`src/rtl/anc_pkg.sv`:
```
// analogue node configuration bank: offsets, field positions, reset values, carrier types
// assumes the configuration transport delivers one decoded register request per cycle
package anc_pkg;
    localparam logic [7:0] ANC_OFF_IDENT = 8'h00;
    localparam logic [7:0] ANC_OFF_SETUP = 8'h04;
    localparam logic [7:0] ANC_OFF_NODE = 8'h05;
    localparam logic [7:0] ANC_OFF_RSTCTL = 8'h50;
    localparam logic [7:0] ANC_OFF_OSCFREQ = 8'h51;
    localparam logic [7:0] ANC_OFF_LINK = 8'h80;
    localparam logic [7:0] ANC_OFF_WDT = 8'hd6;
    localparam logic [7:0] ANC_OFF_WDKILL = 8'hd7;

    localparam int ANC_IDENT_OSC_BIT = 16;
    localparam int ANC_SETUP_LOCK_BIT = 31;
    localparam int ANC_SETUP_HDR_BIT = 0;
    localparam int ANC_RST_SYS_BIT = 0;
    localparam int ANC_RST_TILE_BIT = 1;
    localparam int ANC_RST_USBEN_BIT = 2;
    localparam int ANC_RST_USBACC_BIT = 3;
    localparam int ANC_RST_MODE_LO = 16;
    localparam int ANC_RST_TRI_BIT = 24;

    localparam logic [31:0] ANC_SETUP_MASK = 32'h8000_0001;
    localparam logic [31:0] ANC_NODE_MASK = 32'h0000_ffff;
    localparam logic [31:0] ANC_RSTCTL_RW_MASK = 32'h0103_000c;
    localparam logic [31:0] ANC_SETUP_RESET = 32'h0000_0000;
    localparam logic [31:0] ANC_NODE_RESET = 32'h0000_0000;
    localparam logic [31:0] ANC_RSTCTL_RESET = 32'h0000_0000;

    localparam int ANC_SYS_RESET_CYCLES = 524288;
    localparam int ANC_TILE_RESET_CYCLES = 16;

    typedef struct packed {
        logic valid;
        logic write;
        logic want_reply;
        logic [7:0] addr;
        logic [31:0] wdata;
    } anc_req_t;

    typedef struct packed {
        logic valid;
        logic ack;
        logic [31:0] rdata;
    } anc_rsp_t;
endpackage

```
`src/rtl/anc_sync.sv`:
```
// two-flop synchroniser for a level from outside the clock domain
// assumes nothing reads the first stage
`timescale 1ns/1ps
module anc_sync
(
    // clock and reset
    input wire logic clk,
    input wire logic rstn,
    // level
    input wire logic din,
    output logic dout
);
    logic stage1;
    logic next_stage1;
    logic next_dout;

    always_comb
    begin
        next_stage1 = din;
        next_dout = stage1;
        if (!rstn)
        begin
            next_stage1 = 1'b0;
            next_dout = 1'b0;
        end
    end

    always_ff @(posedge clk)
    begin
        stage1 <= next_stage1;
        dout <= next_dout;
    end
endmodule

```
`src/rtl/anc_reset_timer.sv`:
```
// down counter that holds a reset output for a fixed number of cycles
// assumes start is a one-cycle pulse on the same clock
`timescale 1ns/1ps
module anc_reset_timer #(
    parameter int CYCLES = 524288,
    parameter int WIDTH = 20
)
(
    // clock and reset
    input wire logic clk,
    input wire logic rstn,
    // trigger and hold
    input wire logic start,
    output logic active
);
    logic [WIDTH-1:0] count;
    logic [WIDTH-1:0] next_count;
    logic next_active;

    always_comb
    begin
        next_count = count;
        next_active = active;
        if (start)
        begin
            next_count = WIDTH'(CYCLES - 1);
            next_active = 1'b1;
        end
        else if (active)
        begin
            if (count == '0)
                next_active = 1'b0;
            else
                next_count = count - 1'b1;
        end
        if (!rstn)
        begin
            next_count = '0;
            next_active = 1'b0;
        end
    end

    always_ff @(posedge clk)
    begin
        count <= next_count;
        active <= next_active;
    end
endmodule

```
`src/rtl/anc_regs.sv`:
```
// analogue node configuration register bank with reset sequencing
// assumes requests are decoded configuration packets on clk; pins pass through anc_sync
// Operation
// registers change only through configuration read and write requests to the node; a system reset also clears setup, node number and reset control
// identification word: chip id 31:24, revision 15:8, version 7:0, read only
// identification bit 16 shows oscillator select pin caught at power-up
// lock bit 31 of node setup blocks later setup and link writes
// node setup bit 0 picks one-byte or three-byte headers, resets to zero
// node number holds 16 writable bits, resets to zero
// two reset scopes: whole system, or processor tiles only
// system reset from pin, brown-out, watchdog; tile reset from sleep, clock change
// system reset lasts 524,288 oscillator cycles from an internal counter
// reset length is a cycle count so it scales with the oscillator
// writing bit 1 starts a tile reset; bit self clears
// writing bit 0 starts a system reset; bit self clears
// reset control write with either reset bit sends no response
// bit 2 enables usb block; clearing resets usb registers
// bit 3 gates usb register access, resets to zero
// bits 17:16 drive mode pins; bit 24 tristates them
// reserved bits read zero and ignore writes
`timescale 1ns/1ps
module anc_regs #(
    parameter logic [7:0] CHIP_ID = 8'h5a,
    parameter logic [7:0] REVISION = 8'h11,
    parameter logic [7:0] VERSION = 8'h22,
    parameter int SYS_RESET_CYCLES = anc_pkg::ANC_SYS_RESET_CYCLES
)
(
    // clock and reset
    input wire logic clk,
    input wire logic rstn,
    // configuration packets
    input wire anc_pkg::anc_req_t req,
    output anc_pkg::anc_rsp_t rsp,
    // reset sources from pins and neighbouring blocks, and the oscillator select pin
    input wire logic ext_reset_n,
    input wire logic brownout,
    input wire logic watchdog_expired,
    input wire logic sleep_entry,
    input wire logic clock_source_change,
    input wire logic oscillator_select_pin,
    // reset outputs
    output logic system_reset,
    output logic processor_tile_reset,
    // usb peripheral control
    output logic usb_enable,
    output logic usb_reg_reset,
    output logic usb_access_enable,
    // node configuration
    output logic one_byte_headers,
    output logic [15:0] node_number_out,
    output logic link_write_en,
    // processor mode pins
    output logic [1:0] mode_pin_out,
    output logic [1:0] mode_pin_oe_n
);
    import anc_pkg::*;

    localparam int TILE_CYCLES = ANC_TILE_RESET_CYCLES;

    logic ext_reset_s;
    logic brownout_s;
    logic watchdog_s;
    logic sleep_s;
    logic clkchg_s;
    logic osc_sel_s;

    logic [31:0] node_setup;
    logic [31:0] node_number;
    logic [31:0] rst_ctl;
    logic osc_bit;
    logic [2:0] osc_settle;
    logic sys_kick;
    logic tile_kick;
    logic sys_active;
    logic tile_active;

    logic [31:0] next_node_setup;
    logic [31:0] next_node_number;
    logic [31:0] next_rst_ctl;
    logic next_osc_bit;
    logic [2:0] next_osc_settle;
    logic next_sys_kick;
    logic next_tile_kick;
    anc_rsp_t next_rsp;
    logic next_system_reset;
    logic next_processor_tile_reset;
    logic next_usb_enable;
    logic next_usb_reg_reset;
    logic next_usb_access_enable;
    logic next_one_byte_headers;
    logic [15:0] next_node_number_out;
    logic next_link_write_en;
    logic [1:0] next_mode_pin_out;
    logic [1:0] next_mode_pin_oe_n;

    logic wr_setup;
    logic wr_node;
    logic wr_rst;
    logic reset_write;
    logic [31:0] ident;
    logic [31:0] rdata;
    logic known;

    function automatic logic hit(input anc_req_t r, input logic [7:0] off);
        hit = r.valid && (r.addr == off);
    endfunction

    // inverted so the synchroniser's cleared state means no reset request
    anc_sync u_sync_rst (.clk(clk), .rstn(rstn), .din(!ext_reset_n), .dout(ext_reset_s));
    anc_sync u_sync_bo (.clk(clk), .rstn(rstn), .din(brownout), .dout(brownout_s));
    anc_sync u_sync_wd (.clk(clk), .rstn(rstn), .din(watchdog_expired), .dout(watchdog_s));
    anc_sync u_sync_sl (.clk(clk), .rstn(rstn), .din(sleep_entry), .dout(sleep_s));
    anc_sync u_sync_cc (.clk(clk), .rstn(rstn), .din(clock_source_change), .dout(clkchg_s));
    anc_sync u_sync_osc (.clk(clk), .rstn(rstn), .din(oscillator_select_pin), .dout(osc_sel_s));

    // system hold counts oscillator cycles, so its length scales with the clock
    anc_reset_timer #(.CYCLES(SYS_RESET_CYCLES), .WIDTH(20)) u_sys_timer
    (
        .clk(clk),
        .rstn(rstn),
        .start(sys_kick),
        .active(sys_active)
    );

    anc_reset_timer #(.CYCLES(TILE_CYCLES), .WIDTH(5)) u_tile_timer
    (
        .clk(clk),
        .rstn(rstn),
        .start(tile_kick),
        .active(tile_active)
    );

    always_comb
    begin
        wr_setup = hit(req, ANC_OFF_SETUP) && req.write && !node_setup[ANC_SETUP_LOCK_BIT];
        wr_node = hit(req, ANC_OFF_NODE) && req.write;
        wr_rst = hit(req, ANC_OFF_RSTCTL) && req.write;
        reset_write = wr_rst && (req.wdata[ANC_RST_SYS_BIT] || req.wdata[ANC_RST_TILE_BIT]);
        ident = {CHIP_ID, 7'h00, osc_bit, REVISION, VERSION};
        known = 1'b1;
        case (req.addr)
            ANC_OFF_IDENT: rdata = ident;
            ANC_OFF_SETUP: rdata = node_setup;
            ANC_OFF_NODE: rdata = node_number;
            ANC_OFF_RSTCTL: rdata = rst_ctl;
            default:
            begin
                rdata = 32'h0000_0000;
                known = 1'b0;
            end
        endcase
    end

    always_comb
    begin
        next_node_setup = node_setup;
        next_node_number = node_number;
        next_rst_ctl = rst_ctl;
        if (wr_setup)
            next_node_setup = req.wdata & ANC_SETUP_MASK;
        if (wr_node)
            next_node_number = req.wdata & ANC_NODE_MASK;
        if (wr_rst)
            next_rst_ctl = req.wdata & ANC_RSTCTL_RW_MASK;
        // a system reset returns the control registers to their reset values
        if (sys_active)
        begin
            next_node_setup = ANC_SETUP_RESET;
            next_node_number = ANC_NODE_RESET;
            next_rst_ctl = ANC_RSTCTL_RESET;
        end
        // the synchroniser needs two edges to fill, so the pin is caught on the third
        next_osc_settle = {osc_settle[1:0], 1'b1};
        next_osc_bit = osc_settle[2] ? osc_bit : osc_sel_s;
        next_sys_kick = (wr_rst && req.wdata[ANC_RST_SYS_BIT]) || ext_reset_s
            || brownout_s || watchdog_s;
        next_tile_kick = (wr_rst && req.wdata[ANC_RST_TILE_BIT]) || sleep_s || clkchg_s;
        next_rsp.valid = req.valid && !req.write || (req.valid && req.want_reply && !reset_write);
        next_rsp.ack = known;
        next_rsp.rdata = req.write ? 32'h0000_0000 : rdata;
        next_system_reset = sys_active;
        next_processor_tile_reset = tile_active || sys_active;
        next_usb_enable = next_rst_ctl[ANC_RST_USBEN_BIT];
        next_usb_reg_reset = !next_rst_ctl[ANC_RST_USBEN_BIT];
        next_usb_access_enable = next_rst_ctl[ANC_RST_USBACC_BIT];
        next_one_byte_headers = next_node_setup[ANC_SETUP_HDR_BIT];
        next_node_number_out = next_node_number[15:0];
        next_link_write_en = !next_node_setup[ANC_SETUP_LOCK_BIT];
        next_mode_pin_out = next_rst_ctl[ANC_RST_MODE_LO +: 2];
        next_mode_pin_oe_n = {2{next_rst_ctl[ANC_RST_TRI_BIT]}};
        if (!rstn)
        begin
            next_node_setup = ANC_SETUP_RESET;
            next_node_number = ANC_NODE_RESET;
            next_rst_ctl = ANC_RSTCTL_RESET;
            next_osc_bit = 1'b0;
            next_osc_settle = 3'h0;
            next_sys_kick = 1'b0;
            next_tile_kick = 1'b0;
            next_rsp = '0;
            next_system_reset = 1'b0;
            next_processor_tile_reset = 1'b0;
            next_usb_enable = 1'b0;
            next_usb_reg_reset = 1'b1;
            next_usb_access_enable = 1'b0;
            next_one_byte_headers = 1'b0;
            next_node_number_out = 16'h0000;
            next_link_write_en = 1'b1;
            next_mode_pin_out = 2'h0;
            next_mode_pin_oe_n = 2'h0;
        end
    end

    always_ff @(posedge clk)
    begin
        node_setup <= next_node_setup;
        node_number <= next_node_number;
        rst_ctl <= next_rst_ctl;
        osc_bit <= next_osc_bit;
        osc_settle <= next_osc_settle;
        sys_kick <= next_sys_kick;
        tile_kick <= next_tile_kick;
        rsp <= next_rsp;
        system_reset <= next_system_reset;
        processor_tile_reset <= next_processor_tile_reset;
        usb_enable <= next_usb_enable;
        usb_reg_reset <= next_usb_reg_reset;
        usb_access_enable <= next_usb_access_enable;
        one_byte_headers <= next_one_byte_headers;
        node_number_out <= next_node_number_out;
        link_write_en <= next_link_write_en;
        mode_pin_out <= next_mode_pin_out;
        mode_pin_oe_n <= next_mode_pin_oe_n;
    end

    property p_lock_holds;
        @(posedge clk) disable iff (!rstn)
        (node_setup[31] && !sys_active) |=> node_setup[31];
    endproperty
    a_lock_holds: assert property (p_lock_holds) else $error("lock bit dropped");

    property p_locked_write_ignored;
        @(posedge clk) disable iff (!rstn)
        (node_setup[31] && !sys_active && hit(req, ANC_OFF_SETUP) && req.write) |=> $stable(node_setup);
    endproperty
    a_locked_write_ignored: assert property (p_locked_write_ignored) else $error("locked setup changed");

    property p_no_reply_on_reset;
        @(posedge clk) disable iff (!rstn)
        reset_write |=> !rsp.valid;
    endproperty
    a_no_reply_on_reset: assert property (p_no_reply_on_reset) else $error("reply after reset write");

    property p_ident_fields;
        @(posedge clk) disable iff (!rstn)
        (req.valid && !req.write && req.addr == ANC_OFF_IDENT) |=>
            rsp.rdata[31:24] == CHIP_ID && rsp.rdata[15:8] == REVISION && rsp.rdata[23:17] == 7'h00;
    endproperty
    a_ident_fields: assert property (p_ident_fields) else $error("bad identification word");

    property p_self_clear;
        @(posedge clk) disable iff (!rstn)
        1'b1 |-> rst_ctl[1:0] == 2'h0 && node_number[31:16] == 16'h0000;
    endproperty
    a_self_clear: assert property (p_self_clear) else $error("reset bits or reserved bits stored");

    property p_sys_start;
        @(posedge clk) disable iff (!rstn)
        (wr_rst && req.wdata[0]) |-> ##3 system_reset;
    endproperty
    a_sys_start: assert property (p_sys_start) else $error("system reset not raised");

    property p_tile_start;
        @(posedge clk) disable iff (!rstn)
        (wr_rst && req.wdata[1]) |-> ##3 processor_tile_reset;
    endproperty
    a_tile_start: assert property (p_tile_start) else $error("tile reset not raised");

    property p_mode_pins;
        @(posedge clk) disable iff (!rstn)
        1'b1 |-> mode_pin_out == rst_ctl[17:16] && mode_pin_oe_n == {2{rst_ctl[24]}};
    endproperty
    a_mode_pins: assert property (p_mode_pins) else $error("mode pins disagree");

    property p_usb_gate;
        @(posedge clk) disable iff (!rstn)
        1'b1 |-> usb_access_enable == rst_ctl[3] && usb_reg_reset == !rst_ctl[2];
    endproperty
    a_usb_gate: assert property (p_usb_gate) else $error("usb control disagrees");

    property p_sys_long;
        @(posedge clk) disable iff (!rstn)
        $rose(sys_active) |=> sys_active [*8];
    endproperty
    a_sys_long: assert property (p_sys_long) else $error("system reset too short");

    property p_osc_frozen;
        @(posedge clk) disable iff (!rstn)
        osc_settle[2] |=> $stable(osc_bit);
    endproperty
    a_osc_frozen: assert property (p_osc_frozen) else $error("oscillator bit changed after capture");

    c_sys: cover property (@(posedge clk) disable iff (!rstn) $rose(system_reset));
    c_tile: cover property (@(posedge clk) disable iff (!rstn) $rose(processor_tile_reset) && !system_reset);
    c_lock: cover property (@(posedge clk) disable iff (!rstn) $rose(node_setup[31]));
    c_read: cover property (@(posedge clk) disable iff (!rstn) rsp.valid && rsp.ack && !reset_write);
endmodule

```
`config.mk`:
```
export PLATFORM = sky130hd
export DESIGN_NAME = anc_regs
export DESIGN_NICKNAME = d
export VERILOG_FILES = /design/src/rtl/anc_pkg.sv /design/src/rtl/anc_sync.sv /design/src/rtl/anc_reset_timer.sv /design/src/rtl/anc_regs.sv
export SDC_FILE = /design/constraint.sdc
export NUM_CORES = 1
export LEC_CHECK = 0
export ABC_CLOCK_PERIOD_IN_PS = 1800
export BUFFER_PORTS_ARGS = -buffer_cell sky130_fd_sc_hd__buf_2
export CAP_MARGIN = 25
export CORE_MARGIN = 1
export CORE_UTILIZATION = 45
export DETAILED_ROUTE_END_ITERATION = 12
export PLACE_DENSITY = 0.81
export SYNTH_ARGS = -nofsm -noshare
export SYNTH_HDL_FRONTEND = slang
export SYNTH_SLANG_ARGS = --single-unit
```
`constraint.sdc`:
```
create_clock -name clk -period 1.8 [get_ports clk]
set_input_delay 0.09 -clock clk [delete_from_list [all_inputs] [get_ports clk]]
set_output_delay 0.09 -clock clk [all_outputs]
set_load 0.02 [all_outputs]
```
==> results.toml <==
[detailed_routing]
via_per_inst = 5.016
routed_wl_mm = 8.462
ant_nets = 0
dr.pass1.iters = 4
routed-via-count = 3075
wire_per_inst_um = 13.80
drc_errors = 0
drtIter0Drc = 137

[timing]
max_slew.worst_pin.slew_ns = 0.5713
final-hold-violation-count = 0
drv_slew = 0
rsz0062_at_grt = "true"
max_freq_mhz = 507.1
clock_skew_ns = 0.01407
fin_crit_ns = 1.972
setup_viol = 11
layout_setup_ws_ns = -0.1721
slew_headroom_pct = 61.91
fin_crit_sh_pct = 109.6
fin_hold_ws_ns = 0.02125

[pwr]
swShare_pct = 26.87
power.switching_mw = 1.114
clkPwrFrac_pct = 28.9
cellInternalPower_mw = 3.033
p_per_area_nw_per_um2 = 848.7
seq_power_share_pct = 53.9
irDropWorstVdd_v = 0.0004248
p_comb_share_pct = 17.2
leakage_nw = 2.140

[synthesis]
synth_compound_area_share_pct = 9.697
async_flop_share_pct = 0
synth_warnings = 0
synth_top_area_share_pct = 53.02
ys_types = 49
ys_seq_area_share_pct = 53.02
synth_area_per_cell_um2 = 10.02
muxShareOfSynthArea_pct = 6.697
synthTopCellsByArea = "dfxtp_1 53%, mux2i_1 6.7%, and2_1 4.4%"
synth_edf_count = 0
synth.ff_latch_count = 95
netlist_area_um2 = 3587
yosysTopAreaCell = "dfxtp_1"
synth_top_family_by_area = "simple AND/OR/NAND/NOR gates"
synthSimpleGateAreaFrac_pct = 19.36
synth_cells = 358
synth_xor_area_share_pct = 4.639
synthFlopType = "dfxtp_1"
synth_fa_ha_area_share_pct = 1.046

[worst_hold_path]
min_path_type = "input pin to flop"

[place]
dp_hpwl_mm = 5.660
dpl_cell_area_um2 = 4305
portBuffers = 91
place_congestion = 0.8495

[floorplanning]
die_h_um = 91.29
dieArea_um2 = 8333
core-area_um2 = 7727
dieWidth_um = 91.29
ioPinCount = 112
rows = 32
initial_core_util_pct = 46.42

[grt]
grt_pass1_wl_mm = 13.62
antenna_found_initial = 0
grt_util_all_layers_pct = 20.40
grt_start_max_net_pins = 29
overflow = 0
grt_pass1_vias = 2942

[clock_network]
clockBufferDepth = 2
cts_tree = "done"
path_clk_slew_ns = 0.08
cts_max_level = 3
cts_buffers = 9
clk_latency_ns = 0.35
cts-root-buf = "clkbuf_8"
clock-sinks = 95

[critical_path]
cp.required_ns = 2.03
worstSetupPathType = "flop to flop"
start_kind = "flop"
crit_arrival_ns = 2.20
cp_max_fo = 6
worstSetupEndpointType = "flop"

[cells_and_area]
num-fill-cells = 603
final_nets = 561
final_cell_area_um2 = 4887
n_antenna_cell = 0
areaGrowthSynthToFinish_pct = 36.24
drive_above_1_share_pct = 32.09

[flow_run]
drv_cap = 0

[outcome]
status = "finished with violations"
violations = "setup timing"
==> through the flow <==
| stage | utilization [%] | std cells | total power, mW | setup slack (ns) | setup TNS [ns] |
|---|---|---|---|---|---|
| floorplan | - | 365 | 2.644 | -0.08944 | -0.5444 |
| global placement | 55.72 | 563 | 2.826 | -0.1751 | -1.273 |
| detailed placement | 55.72 | 563 | 2.849 | -0.3493 | -1.849 |
| CTS | 62.10 | 609 | 4.133 | -0.1702 | -1.050 |
| global route | 63.24 | 613 | 4.345 | -0.2204 | -2.727 |
| finish | 63.24 | 613 | 4.148 | -0.1721 | -1.152 |
==> worst paths after layout <==
kind / startpoint / end / slack, ns / cells after the start
max: u_sys_timer.count[5] / u_sys_timer.count[7] / -0.17 / 5
min: req[16] / mode_pin_out[0] / 0.02 / 3
max reg2reg: u_sys_timer.count[5] / u_sys_timer.count[7] / -0.17 / 5
min reg2reg: osc_settle[0] / osc_settle[1] / 0.43 / 1
==> critical path, cell delays in order (launching register included) <==
cell	delay (ns)
dfxtp_1	0.32
or4_4	0.53
or3_4	0.42
o211ai_1	0.27
xor2_1	0.22
a21boi_1	0.10
==> power groups by stage <==
stage          clock [mW]  sequential, mW  combinational (mW)
2_1_floorplan           0            2.29               0.357
3_3_place_gp            0            2.28               0.549
3_5_place_dp            0            2.28               0.568
4_1_cts              1.24            2.23               0.659
5_1_grt              1.33            2.25               0.773
6_report             1.20            2.24               0.711
==> Yosys cell counts (all sizes together), types with 2 or more instances <==
| cell type | instances |
|---|---|
| and2 | 25 |
| nand4 | 5 |
| inv | 12 |
| nor4 | 9 |
| nand3 | 4 |
| a211oi | 2 |
| a22o | 3 |
| nor3 | 12 |
| nor2 | 41 |
| o21a | 2 |
| buf | 15 |
| dfxtp | 95 |
| a21oi | 21 |
| or3 | 3 |
| nor4b | 2 |
| xor2 | 14 |
| o21ai | 7 |
| nand3b | 3 |
| or4 | 2 |
| o211ai | 5 |
| ha | 3 |
| xnor2 | 5 |
| mux2i | 24 |
| a31oi | 3 |
| nand2 | 15 |
| a21boi | 2 |
| clkbuf | 9 |
| or2 | 2 |
==> logic make-up (layout without fill, tap and decap cells) <==
kind of cell | after synthesis | after routing
adders and majority gates | 3 | 3
muxes | 24 | 24
AOI/OAI and AO/OA | 51 | 51
DFF | 95 | 95
xor gates and xnor gates | 19 | 19
other | 1 | 8
and+or+nand+nor | 128 | 128
buffers and inverters | 37 | 183
==> flip-flops by register name, indices dropped and copies added (netlist names), 2 cells and up <==
name / count
u_sys_timer.count: 20
node_number: 16
u_tile_timer.count: 5
rsp: 23
node_setup: 2
osc_settle: 3
rst_ctl: 3
==> metal layers <==
metal | vias up | track usage (%) | routed length [µm]
met2 | 108 | 35.73 | 4141
met3 | 20 | 3.601 | 371
met5 | - | 0 | 0
met4 | 0 | 9.127 | 204
li1 | 1512 | - | -
met1 | 1435 | 24.31 | 3744
==> layout make-up <==
cell class	instances	area (µm²)	share of cell area, %
Sequential cell	95	1904	38.97
Multi-Input combinational cell	233	1609	32.92
Timing Repair Buffer	155	1033	21.15
Clock buffer	11	131.4	2.688
Tap cell	102	127.6	2.611
Inverter	13	48.80	0.9985
Clock inverter	4	32.53	0.6656
==> what timing repair did <==
| action | CTS | global route |
|---|---|---|
| resized for setup | 7 | 10 |
| endpoints found under the setup margin | 14 | 50 |
| setup buffers | 3 | 4 |
| hold endpoints to repair | 25 | 0 |
| hold buffers | 28 | 0 |
| pin swaps | 9 | 6 |
==> placed cells by master (no fill, tap or decap), types with 3 or more instances in the layout <==
cell	Yosys	routed
a21oi_1	21	21
a22o_1	3	3
a31oi_1	3	3
and2_1	25	25
buf_2	0	91
buf_4	13	31
buf_6	1	4
clkbuf_8	0	9
conb_1	1	8
dfxtp_1	95	93
dlygate4sd3_1	0	28
ha_1	3	3
inv_1	11	11
mux2i_1	24	24
nand2_1	15	15
nand3b_1	3	3
nand4_1	5	5
nor2_1	41	41
nor3_1	10	9
nor3_4	1	3
nor4_1	7	6
o211ai_1	5	5
o21ai_0	4	4
xnor2_1	5	5
xor2_1	14	14
(Power assumes the default switching activity.)
